==> src/verilog/port_pin_select_regs.vh <==
// Register offsets, field positions and reset values of the pin-select port.
// Included by the port top and its register store; definitions only.
`ifndef PORT_PIN_SELECT_REGS_VH
`define PORT_PIN_SELECT_REGS_VH

// Byte addresses on APB (one aligned word each)
`define OFS_DATA_LATCH 12'h000
`define OFS_DIRECTION 12'h004
`define OFS_PIN_CONFIG 12'h008
`define OFS_CHAN_SELECT 12'h00C
`define OFS_AMP_CONTROL 12'h010
`define OFS_PIN_INPUT 12'h014
`define OFS_PIN_STATUS 12'h018

// Register store indices
`define IDX_DATA_LATCH 3'h0
`define IDX_DIRECTION 3'h1
`define IDX_PIN_CONFIG 3'h2
`define IDX_CHAN_SELECT 3'h3
`define IDX_AMP_CONTROL 3'h4

// Amplifier enable bits in the amplifier control register
`define AMP0_EN_BIT 3
`define AMP1_EN_BIT 7

// Channel select field width and the "no channel" code
`define CHAN_SEL_W 4
`define CHAN_NONE 4'h8

// Reset values: all pins analog, all inputs, latch clear, amplifiers off
`define RST_DATA_LATCH 8'h00
`define RST_DIRECTION 8'hFF
`define RST_PIN_CONFIG 8'hFF
`define RST_CHAN_SELECT 8'h08
`define RST_AMP_CONTROL 8'h00

// Bonded pin mask of the eight-position port (positions 0-2 and 5-7)
`define BONDED_MASK 8'hE7

`endif

==> src/verilog/port_pin_select.v <==
// Pin-function selection for an eight-position port, six pins bonded.
// Assumes an APB master on mclk; pad inputs synchronous to mclk.
//
// Summary of operation
// RULE1: Each pin has an output latch that drives the pin when it is a digital output.
// RULE2: Each pin has its own direction bit choosing input or output.
// RULE3: After reset every pin is an analog input with digital drive and input off.
// RULE4: Software sets configuration, direction, amplifier enable and channel to match.
// RULE5: A digital pin not selected as channel is a digital input or output by direction.
// RULE6: An analog input pin with amplifier off and its channel selected goes to the converter.
// RULE7: An analog input pin whose channel is not selected stays analog and unsampled.
// RULE8: An amplifier input pin with the amplifier on feeds it, and the converter if selected.
// RULE9: Amplifier output pins 1 and 6 with amplifier on and selected drive and convert.
// RULE10: Amplifier output pins with amplifier on and not selected carry the output only.
// RULE11: Amplifier enables sit at bits 3 and 7 of the amplifier control register.
// RULE12: Software avoids the prohibited combinations, which are flagged in status.
`timescale 1ns/1ps
`include "port_pin_select_regs.vh"

module port_pin_select #(
  parameter NPINS = 8,
  parameter [7:0] BONDED = `BONDED_MASK
) (
  // Clock, enable and reset
  input wire mclk,
  input wire rst_n,
  input wire clk_en,
  // APB slave
  input wire psel,
  input wire penable,
  input wire pwrite,
  input wire [11:0] paddr,
  input wire [31:0] pwdata,
  output wire pready,
  output reg [31:0] prdata,
  output wire pslverr,
  // Port pads
  input wire [NPINS-1:0] pad_in,
  output reg [NPINS-1:0] pad_out_ff,
  output reg [NPINS-1:0] pad_oe_ff,
  // Analog switch controls
  output reg [NPINS-1:0] analog_input_channel_ff,
  output reg [NPINS-1:0] conv_route_ff,
  output reg amp0_in_en_ff,
  output reg amp1_in_en_ff,
  output reg amplifier_zero_output_ff,
  output reg amplifier_one_output_ff,
  // Converter channel for the analog converter
  output reg [`CHAN_SEL_W-1:0] conv_channel_ff
);

  // Pin roles within the port
  localparam AMP0_IN_A = 0;
  localparam AMP0_OUT = 1;
  localparam AMP0_IN_B = 2;
  localparam AMP1_IN_A = 5;
  localparam AMP1_OUT = 6;
  localparam AMP1_IN_B = 7;

  wire [7:0] data_latch_ff;
  wire [7:0] port_direction_reg;
  wire [7:0] analog_digital_pin_config;
  wire [7:0] converter_channel_select;
  wire [7:0] amplifier_control_reg;
  wire amplifier_enable_bit0;
  wire amplifier_enable_bit1;
  reg [NPINS-1:0] pin_input_ff;
  reg [NPINS-1:0] bad_combo_ff;
  reg [NPINS-1:0] nxt_out;
  reg [NPINS-1:0] nxt_oe;
  reg [NPINS-1:0] nxt_ain;
  reg [NPINS-1:0] nxt_conv;
  reg [NPINS-1:0] nxt_bad;
  reg [NPINS-1:0] nxt_in;
  reg [31:0] nxt_rdata;
  reg wr_en;
  reg [2:0] wr_idx;
  reg addr_ok;
  integer i;

  // Single-cycle access: no wait states, so pready is tied high
  assign pready = 1'b1;
  assign pslverr = psel && penable && !addr_ok;

  // Which channel a pin selects, shared by routing and the combination check
  function chan_hit;
    input [7:0] sel;
    input integer pin;
    begin
      chan_hit = (sel[`CHAN_SEL_W-1:0] == pin[`CHAN_SEL_W-1:0]);
    end
  endfunction

  // Pin owns an amplifier output
  function is_amp_out;
    input integer pin;
    begin
      is_amp_out = (pin == AMP0_OUT) || (pin == AMP1_OUT);
    end
  endfunction

  // Amplifier enable for the amplifier that serves a pin
  function amp_en_for;
    input integer pin;
    input a0;
    input a1;
    begin
      amp_en_for = (pin < AMP1_IN_A) ? a0 : a1;
    end
  endfunction

  port_reg_store #(
    .DW(8)
  ) u_regs (
    .mclk(mclk),
    .rst_n(rst_n),
    .clk_en(clk_en),
    .wr_en(wr_en),
    .wr_idx(wr_idx),
    .wr_data(pwdata[7:0]),
    .data_latch_ff(data_latch_ff),
    .direction_ff(port_direction_reg),
    .pin_config_ff(analog_digital_pin_config),
    .chan_select_ff(converter_channel_select),
    .amp_control_ff(amplifier_control_reg)
  );

  assign amplifier_enable_bit0 = amplifier_control_reg[`AMP0_EN_BIT]; // [RULE11]
  assign amplifier_enable_bit1 = amplifier_control_reg[`AMP1_EN_BIT]; // [RULE11]

  // Address decode and write strobe
  always @* begin
    wr_en = 1'b0;
    wr_idx = `IDX_DATA_LATCH;
    addr_ok = 1'b1;
    nxt_rdata = 32'h0000_0000;
    case (paddr)
      `OFS_DATA_LATCH: begin
        wr_idx = `IDX_DATA_LATCH;
        nxt_rdata = {24'h00_0000, data_latch_ff};
      end
      `OFS_DIRECTION: begin
        wr_idx = `IDX_DIRECTION;
        nxt_rdata = {24'h00_0000, port_direction_reg};
      end
      `OFS_PIN_CONFIG: begin
        wr_idx = `IDX_PIN_CONFIG;
        nxt_rdata = {24'h00_0000, analog_digital_pin_config};
      end
      `OFS_CHAN_SELECT: begin
        wr_idx = `IDX_CHAN_SELECT;
        nxt_rdata = {24'h00_0000, converter_channel_select};
      end
      `OFS_AMP_CONTROL: begin
        wr_idx = `IDX_AMP_CONTROL;
        nxt_rdata = {24'h00_0000, amplifier_control_reg};
      end
      `OFS_PIN_INPUT: begin
        addr_ok = !pwrite;
        nxt_rdata = {24'h00_0000, pin_input_ff};
      end
      `OFS_PIN_STATUS: begin
        addr_ok = !pwrite;
        nxt_rdata = {24'h00_0000, bad_combo_ff};
      end
      default: begin
        addr_ok = 1'b0;
      end
    endcase
    // Writes to the read-only words are refused, not stored
    if (psel && penable && pwrite && addr_ok && paddr < `OFS_PIN_INPUT)
      wr_en = 1'b1;
  end

  // Read data sampled in the setup cycle, valid through the access phase
  always @(posedge mclk) begin
    if (!rst_n) begin
      prdata <= 32'h0000_0000;
    end else if (clk_en && psel && !penable) begin
      prdata <= pwrite ? 32'h0000_0000 : nxt_rdata;
    end
  end

  // Per-pin function decode
  always @* begin
    nxt_out = {NPINS{1'b0}};
    nxt_oe = {NPINS{1'b0}};
    nxt_ain = {NPINS{1'b0}};
    nxt_conv = {NPINS{1'b0}};
    nxt_bad = {NPINS{1'b0}};
    nxt_in = {NPINS{1'b0}};
    for (i = 0; i < NPINS; i = i + 1) begin
      if (BONDED[i]) begin
        if (!analog_digital_pin_config[i]) begin
          // Digital mode; an amplifier driving this pin would fight the pad
          if (chan_hit(converter_channel_select, i) || (is_amp_out(i) &&
              amp_en_for(i, amplifier_enable_bit0, amplifier_enable_bit1))) begin
            nxt_bad[i] = 1'b1; // [RULE12]
          end else if (port_direction_reg[i]) begin
            nxt_in[i] = pad_in[i]; // [RULE5]
          end else begin
            nxt_oe[i] = 1'b1; // [RULE5]
            nxt_out[i] = data_latch_ff[i]; // [RULE1]
          end
        end else if (!port_direction_reg[i]) begin
          nxt_bad[i] = 1'b1; // [RULE12]
        end else begin
          nxt_ain[i] = 1'b1; // [RULE7]
          nxt_conv[i] = chan_hit(converter_channel_select, i); // [RULE6] [RULE8] [RULE9]
        end
      end
    end
  end

  // Registered pad and analog switch controls
  always @(posedge mclk) begin
    if (!rst_n) begin
      pad_out_ff <= {NPINS{1'b0}}; // [RULE3]
      pad_oe_ff <= {NPINS{1'b0}}; // [RULE3]
      pin_input_ff <= {NPINS{1'b0}}; // [RULE3]
      analog_input_channel_ff <= BONDED; // [RULE3]
      conv_route_ff <= {NPINS{1'b0}};
      bad_combo_ff <= {NPINS{1'b0}};
      amp0_in_en_ff <= 1'b0;
      amp1_in_en_ff <= 1'b0;
      amplifier_zero_output_ff <= 1'b0;
      amplifier_one_output_ff <= 1'b0;
      conv_channel_ff <= `CHAN_NONE;
    end else if (clk_en) begin
      pad_out_ff <= nxt_out;
      pad_oe_ff <= nxt_oe;
      pin_input_ff <= nxt_in;
      analog_input_channel_ff <= nxt_ain;
      conv_route_ff <= nxt_conv;
      bad_combo_ff <= nxt_bad;
      // Amplifier inputs need both pins analog inputs
      amp0_in_en_ff <= amplifier_enable_bit0 && nxt_ain[AMP0_IN_A]
                       && nxt_ain[AMP0_IN_B]; // [RULE8]
      amp1_in_en_ff <= amplifier_enable_bit1 && nxt_ain[AMP1_IN_A]
                       && nxt_ain[AMP1_IN_B]; // [RULE8]
      amplifier_zero_output_ff <= amplifier_enable_bit0 && nxt_ain[AMP0_OUT]; // [RULE9] [RULE10]
      amplifier_one_output_ff <= amplifier_enable_bit1 && nxt_ain[AMP1_OUT]; // [RULE9] [RULE10]
      conv_channel_ff <= (|nxt_conv) ? converter_channel_select[`CHAN_SEL_W-1:0]
                         : `CHAN_NONE; // [RULE6]
    end
  end

endmodule // port_pin_select

==> src/verilog/port_reg_store.v <==
// Small register store for the five writable port registers.
// Assumes writes come one per cycle from the APB decode in the port top.
`timescale 1ns/1ps
`include "port_pin_select_regs.vh"

module port_reg_store #(
  parameter DW = 8
) (
  // Clock, enable and reset
  input wire mclk,
  input wire rst_n,
  input wire clk_en,
  // Write port
  input wire wr_en,
  input wire [2:0] wr_idx,
  input wire [DW-1:0] wr_data,
  // Stored values
  output reg [DW-1:0] data_latch_ff,
  output reg [DW-1:0] direction_ff,
  output reg [DW-1:0] pin_config_ff,
  output reg [DW-1:0] chan_select_ff,
  output reg [DW-1:0] amp_control_ff
);

  always @(posedge mclk) begin
    if (!rst_n) begin
      data_latch_ff <= `RST_DATA_LATCH;
      direction_ff <= `RST_DIRECTION; // [RULE3]
      pin_config_ff <= `RST_PIN_CONFIG; // [RULE3]
      chan_select_ff <= `RST_CHAN_SELECT;
      amp_control_ff <= `RST_AMP_CONTROL;
    end else if (clk_en && wr_en) begin
      case (wr_idx)
        `IDX_DATA_LATCH: data_latch_ff <= wr_data; // [RULE1]
        `IDX_DIRECTION: direction_ff <= wr_data; // [RULE2]
        `IDX_PIN_CONFIG: pin_config_ff <= wr_data;
        `IDX_CHAN_SELECT: chan_select_ff <= wr_data;
        `IDX_AMP_CONTROL: amp_control_ff <= wr_data; // [RULE11]
        default: data_latch_ff <= data_latch_ff;
      endcase
    end
  end

endmodule // port_reg_store
==> config.mk <==
export PLATFORM = sky130hd
export DESIGN_NAME = port_pin_select
export DESIGN_NICKNAME = d
export VERILOG_FILES = /design/src/verilog/port_pin_select.v /design/src/verilog/port_reg_store.v
export VERILOG_INCLUDE_DIRS = /design/src /design/src/verilog
export SDC_FILE = /design/constraint.sdc
export NUM_CORES = 1
export LEC_CHECK = 0
export BUFFER_PORTS_ARGS = -buffer_cell sky130_fd_sc_hd__buf_2
export CAP_MARGIN = 30
export CELL_PAD_IN_SITES_DETAIL_PLACEMENT = 0
export CELL_PAD_IN_SITES_GLOBAL_PLACEMENT = 2
export CORE_UTILIZATION = 33
export DETAILED_ROUTE_END_ITERATION = 10
export PLACE_DENSITY = 0.89
export SYNTH_ARGS = -nofsm -noshare
export SYNTH_HDL_FRONTEND = slang
export SYNTH_SLANG_ARGS = --single-unit
==> constraint.sdc <==
create_clock -name mclk -period 4.1 [get_ports mclk]
set_input_delay 0.41 -clock mclk [delete_from_list [all_inputs] [get_ports mclk]]
set_output_delay 0.41 -clock mclk [all_outputs]
set_load 0.01 [all_outputs]
Yosys cells after proc, flatten, opt, wreduce, memory -nomap -nowiden
Cells that the tools add are included.

word-level totals
  flip-flop bits (word level) = 116
  latch bits = 0
  bits in writable memories = 0
  memory bits (read-only) = 0
  bits of input ports = 58
  output and inout port bits = 74
  logic and storage cells = 159
  memories kept = 0

operators by class
  add/sub/neg operators = 0
  $mul = 0
  divide/modulo/power cells = 0
  order comparisons = 1
  equality and inequality tests = 15
  shifts and indexed selects = 0
  mux-type cells = 96
  bitwise logic cells = 0
  reduce and logical (&&, ||, !) cells = 30

operators by type and width
  kind                 number
  $mux 1               91
  $pmux 8 s7           1
  $eq 12x5->1 const B  3
  $mux 32              1
  $eq 12x4->1 const B  2
  $logic_and 1x1->1    14
  $eq 12x3->1 const B  1
  $eq 4x3->1 const B   3
  $logic_not 12->1     1
  $lt 12x5->1 const B  1
  $pmux 3 s4           1
  $reduce_and 2->1     5
  $eq 3x2->1 const B   2
  $reduce_or 6->1      1
  $reduce_or 5->1      1
  $eq 4x1->1 const B   1
  $eq 4x2->1 const B   1
  $logic_not 4->1      1
  $mux 4               1
  $eq 3x1->1 const B   1
  $eq 3x3->1 const B   1
  $logic_not 1->1      3
  $logic_not 3->1      1
  $logic_or 1x1->1     2
  2 further kinds      2

Depth between registers and ports, before layout
  depth in word-level cells = 8
  gate-level depth with buffers = 6
  gate-level depth less buffers = 5

By module
From an unflattened synthesis, not the netlist that was laid out.

second synthesis, totals
  cells, all modules = 487
  area total of the unflattened synthesis = 4558.1 sq um

by module, submodules not included
  module           times used  cells each  area an instance (sq um)  sequential area each (sq um)
  port_pin_select  1           333         2952.8                    1041.0
  port_reg_store   1           154         1605.3                    800.8

Worst setup path before layout
OpenSTA, ideal clock, no wires.

  kind = input to register
  start point = input port paddr[9]
  end point = register u_regs.pin_config_ff[0]
  library setup time = 0.129 ns
  data arrival time = 1.976 ns
  required time = 3.971 ns
  setup slack = 1.995 ns
  stages = 6
  path buffers = 1
  path through = or4_4 -> nand3b_4 -> or3_2 -> buf_2 -> mux2i_1 -> nand2_1

on the way
  longest elaborated chain between the ends = 8
  elaborated cells on any way between the ends = 18
  classes of those cells = 1 x order compare; 7 x eq/ne; 3 x mux; 7 x reduce/logical

RTL lines
  item                                                                        RTL line               RTL
  start, declared                                                             port_pin_select.v:32   input wire [11:0] paddr,
  $eq 12x5->1 (tied with other cells)                                         port_pin_select.v:137  case (paddr)
  $reduce_or 5->1 (no source line) / $reduce_or 2->1 (equally long branches)  --
  $pmux 1 s2                                                                  port_pin_select.v:137
  $logic_and 1x1->1                                                           port_pin_select.v:171  if (psel && penable && pwrite && addr_ok && paddr < `OFS_PIN_INPUT)
  $logic_and 1x1->1 (no source line)                                          --
  $mux 1                                                                      port_pin_select.v:171
  $logic_and 1x1->1                                                           port_reg_store.v:32    end else if (clk_en && wr_en) begin
  $reduce_and 2->1 (no source line) (*)                                       --
  end signal, assigned                                                        port_reg_store.v:29    pin_config_ff <= `RST_PIN_CONFIG;
  end signal, assigned                                                        port_reg_store.v:36    `IDX_PIN_CONFIG: pin_config_ff <= wr_data;
  end, declared                                                               port_reg_store.v:20    output reg [DW-1:0] pin_config_ff,

Mark *: on every way between the ends. The rest lies on a longest branch, timed or not.
A chain may end at the register's enable or synchronous reset.

Final worst setup path
  start point = input port paddr[2]
  end point = register u_regs.direction_ff[1]

on the way
  longest elaborated chain between the ends = 8
  elaborated cells on any way between the ends = 18
  classes of those cells = 1 x order compare; 7 x eq/ne; 3 x mux; 7 x reduce/logical

RTL lines
  item                                                                        RTL line               RTL
  $eq 12x5->1 (tied with other cells)                                         port_pin_select.v:137
  $reduce_or 5->1 (no source line) / $reduce_or 2->1 (equally long branches)  --
  $pmux 1 s2                                                                  port_pin_select.v:137
  $logic_and 1x1->1                                                           port_pin_select.v:171
  $logic_and 1x1->1 (no source line)                                          --
  $mux 1                                                                      port_pin_select.v:171
  $logic_and 1x1->1                                                           port_reg_store.v:32
  $reduce_and 2->1 (no source line) (*)                                       --
  end signal, assigned                                                        port_reg_store.v:28    direction_ff <= `RST_DIRECTION;
  end signal, assigned                                                        port_reg_store.v:35    `IDX_DIRECTION: direction_ff <= wr_data;
  end, declared                                                               port_reg_store.v:19    output reg [DW-1:0] direction_ff,

Marks and branches as above.

==> results by stage <==
Timing:
- Setup repair after global routing left no endpoint under its margin.
- Derived from the worst setup path, the maximum achievable clock frequency is 0.432 GHz.
- The relative slew slack is 0.380.
- The final-report hold violation count is 0.
- The slew of the pin with the lowest slew margin is 0.923 ns.
- The count of endpoints failing setup in the final report is 0.
- Dividing the final minimum period by the clock period gives 0.565.
- The setup total negative slack is 0 ns.
- The max-slew violation total from the final report was 0.
- The maximum clock skew at final layout is 0.0110 ns.
- The smallest clock period supported by the final layout is computed as 2.32 ns.

Finish:
- The final layout contains 595 nets.
- The post-synthesis to final-layout area growth is 15.7%.
- The fraction of the core area covered by cells at the end of the flow is 0.397.
- Of the cells placed in the final design, the portion with a size suffix greater than 1 is 0.185.
- The antenna diode count is 0.
- Counting the fill cells in the layout gives 1,329.

Routing:
- The routed layout has 3,616 vias.
- The violation count after the first detailed-routing iteration is 240.
- The number of iterations in the first detailed-routing pass is 4.
- The final routed wire length divided by cell count is 16.3 µm.
- The final routed wirelength across all metal layers is 11,600 µm.
- The ratio of routed vias to standard cells is 5.06.
- In the routed design, unresolved DRC markers number 0.
- The residual antenna-violating net count after detailed routing is 0.

Clock tree:
- The H-tree was split into 3 levels.
- TritonCTS built the clock tree.
- The number of buffers between clock root and the deepest sink is 2.
- The hold buffer count at CTS is 0.
- The clock latency on the worst-skew pair is 0.34 ns.
- The number of instances resized during post-cts repair is 0.
- The number of clock sinks is 92.
- After clock tree synthesis, the clock-pin slew on the worst setup and hold paths is 0.06 ns.
- In this run, CTS created clock tree buffers numbering 9.
- In this run the clock root is driven by a clkbuf_16.
- The number of buffers inserted to repair setup after CTS is 0.

Global route:
- The number of antenna violations at the first check in global routing is 0.
- The first-pass GRT wire length is 18,500 µm.
- The busiest layer in global routing is met2.
- The met2 capacity usage during global routing is 0.284.
- The remaining global-route overflow is 0.
- In the global route stage, met3 resource usage came out at 0.0276.
- In the global route stage, met1 resource usage came out at 0.224.
- The maximum number of pins on one net before global-route repair is 48.
- Across every metal layer, demand over resource in global routing totals 0.170.
- The via count of the first global-routing pass is 3,465.

Synth:
- In this run the mean area of a mapped cell was 9.13 µm².
- Among all cell types in the netlist, the one instantiated most often is dfxtp_1.
- After synthesis, the share of flip-flops with an asynchronous set or reset is 0.
- The share of Yosys cell area claimed by the top area cell type is 0.418.
- The multiplexer area fraction after synthesis is 0.133.
- Of the total synthesized cell area, the portion taken by full adders, half adders and majority gates is 0.
- For this run, the register share of the synthesized area comes to 0.418.
- The fraction of the mapped netlist area in simple logic gates is 0.238.
- The most common flop cell mapped by yosys is dfxtp_1.
- The post-synthesis register bit count is 92.
- The netlist area before placement is 0.00440 mm².
- After synthesis, the largest family of logic cells by area is simple AND/OR/NAND/NOR gates.
- In this run, synthesis inferred 0 flip-flops with an integrated enable.
- Of all cell types, the one taking the most synthesized area is dfxtp_1.
- The synthesized-area fraction occupied by ao, oa, aoi and oai cells is 0.122.
- Ranked by total cell area, the synthesized netlist is headed by dfxtp_1, mux2i_1, nor2b_1.
- During synthesis, Yosys emitted a total of 0 warnings.
- Synthesis instantiated 51 different standard cells from the library.
- Of the total synthesized cell area, the portion taken by XOR and XNOR cells is 0.
- Synthesis produced 482 cells.
- By count the netlist is led by dfxtp_1, nand2_1, mux2i_1.

Worst setup path:
- The worst setup path is launched from a primary input.
- The worst endpoint data arrival time is 2.52 ns.
- The setup slack of the worst register-to-register path is 2.11 ns.
- The critical path starts at paddr[2].
- At the worst endpoint, the required time is 4.30 ns.
- The critical path in this run is classified as in -> reg.
- STA classifies the critical path endpoint as a register.
- The maximum fanout count along the critical path is 23.
- The origin of the critical flop-to-flop path is u_regs.chan_select_ff[2].
- The worst register-to-register path has a depth of 5.
- The endpoint identified for the worst register-to-register timing path is conv_channel_ff[3].

Pwr:
- In this run the power density over the cells is 387 mW/mm².
- The leakage power of the design is 2.12 nW.
- The switching power as a share of total power is 0.221.
- IR analysis of the VDD net gives a maximum drop of 0.000213 V.
- The internal portion of the total power is 0.00154 W.
- The share of total power dissipated in combinational logic is 0.064.
- In this run the power spent charging and discharging nets is 0.000435 W.
- The relative contribution of sequential cells to total power is 0.456.
- The part of the total power dissipated in the clock network is 0.480.

Status:
- The run finished with clean final reports.

Floorplanning:
- The core region area is 0.0128 mm².
- The die height is 117 µm.
- The overall die width is 117 µm.
- In this run the core area contains 41 standard-cell rows.
- The die covers 0.0138 mm².
- 132 I/O pins were placed.
- For this configuration, the core starts out at a cell density of 0.343.

Placement:
- In this run the tool buffered the top-level ports with 72 buffer cells.
- The wire-length estimate of the detail-placed layout is 8200 µm.
- The weighted congestion reported at the end of routability-driven placement is 0.843.

Hold path:
- The worst hold path was traced through 3 stages.
- The path category of the worst min-delay check is in -> reg.
- The worst min-delay path startpoint is pwdata[3].
- The worst min-delay path endpoint is u_regs.pin_config_ff[3].

Run:
- Across the run, the number of max-cap violations was 0.
[per-layer routing]
metal  part of all wire  wire length [µm]  up-vias
met3              0.037               435       13
met1               0.47              5450     1757
met5                  0                 0        -
li1                   -                 -     1752
met4              0.013               148        0
met2               0.48              5590       94
[logic make-up (layout without fill, tap and decap cells)]
| kind of cell | after synthesis | count (layout) |
|---|---|---|
| buffers and inverters | 68 | 97 |
| and+or+nand+nor | 189 | 189 |
| muxes | 57 | 57 |
| AOI/OAI and AO/OA | 74 | 74 |
| DFF | 92 | 92 |
| other | 2 | 33 |
[sequential cells by signal, indices dropped and copies added, names as in the netlist, 8 cells and up]
signal / cells
u_regs.pin_config_ff: 8
prdata: 8
u_regs.chan_select_ff: 8
u_regs.data_latch_ff: 8
u_regs.direction_ff: 8
u_regs.amp_control_ff: 8
[how the worst max path moves through the flow]
stage          slack, ns                       to
3_3_place_gp        1.53  u_regs.data_latch_ff[3]
2_1_floorplan       1.99  u_regs.pin_config_ff[0]
4_1_cts             1.81   u_regs.direction_ff[1]
6_report            1.78   u_regs.direction_ff[1]
3_5_place_dp        1.49   u_regs.direction_ff[1]
5_1_grt             1.67   u_regs.direction_ff[5]
[placed cells by master, fill, tap and decap left out, types with 3 or more instances in the layout]
cell       Yosys  layout
nor3_1        12      12
and3_1         4       4
dfxtp_1       92      92
a32oi_1        6       6
a21oi_1        6       6
nand4_1        6       6
conb_1         2      33
o211ai_1       6       6
mux2i_1       55      55
clkbuf_16      0       9
nand2_1       63      63
nor2_1        10      10
nor4b_1        3       3
nor4_1         6       6
buf_4         33       3
o2bb2ai_1      5       5
o21ai_0       17      17
buf_2          6      72
nand3_1       21      21
and2_1         7       7
o32ai_1        3       3
a32o_1         4       4
inv_1          5       5
a22oi_1        3       3
bufinv_16      0       3
nor2b_1       40      40
a21boi_0      13      13
[critical path, stage by stage]
cell and delay [ns]:
buf_2 0.42, nor2b_1 0.60, nand2_1 0.14, nor2_2 0.59, mux2i_1 0.27, nand2_1 0.06
[power by group through the flow]
stage / Clock, W / Combinational, W / Sequential [W]
after detailed placement: 0 / 0.000125 / 0.000920
after global placement: 0 / 0.000124 / 0.000920
after global routing: 0.00100 / 0.000138 / 0.000900
after CTS: 0.000959 / 0.000126 / 0.000900
after floorplan: 0 / 0.000103 / 0.000921
final: 0.000946 / 0.000126 / 0.000900
[per-stage QoR]
| stage | area (µm²) | std cells | power, W | hold WS (ns) | setup WS [ns] |
|---|---|---|---|---|---|
| final | 5090 | 714 | 0.00197 | 0.356 | 1.78 |
| after global routing | 5090 | 714 | 0.00204 | 0.375 | 1.67 |
| after CTS | 5090 | 714 | 0.00198 | 0.356 | 1.81 |
| after detailed placement | 4750 | 698 | 0.00105 | 0.446 | 1.49 |
| after global placement | 4750 | 698 | 0.00104 | 0.441 | 1.53 |
| after floorplan | 4520 | 513 | 0.00102 | 0.437 | 1.99 |
[layout make-up]
class | count | area (µm²) | share of cell area
multi-input cells | 353 | 2290 | 0.450
flip-flops and latches | 92 | 1840 | 0.362
repair buffers | 75 | 383 | 0.0752
clock buffers | 10 | 229 | 0.0450
well taps | 172 | 215 | 0.0422
clock inverters | 6 | 113 | 0.0221
inverters | 6 | 22.5 | 0.00442
(Power assumes the default switching activity.)
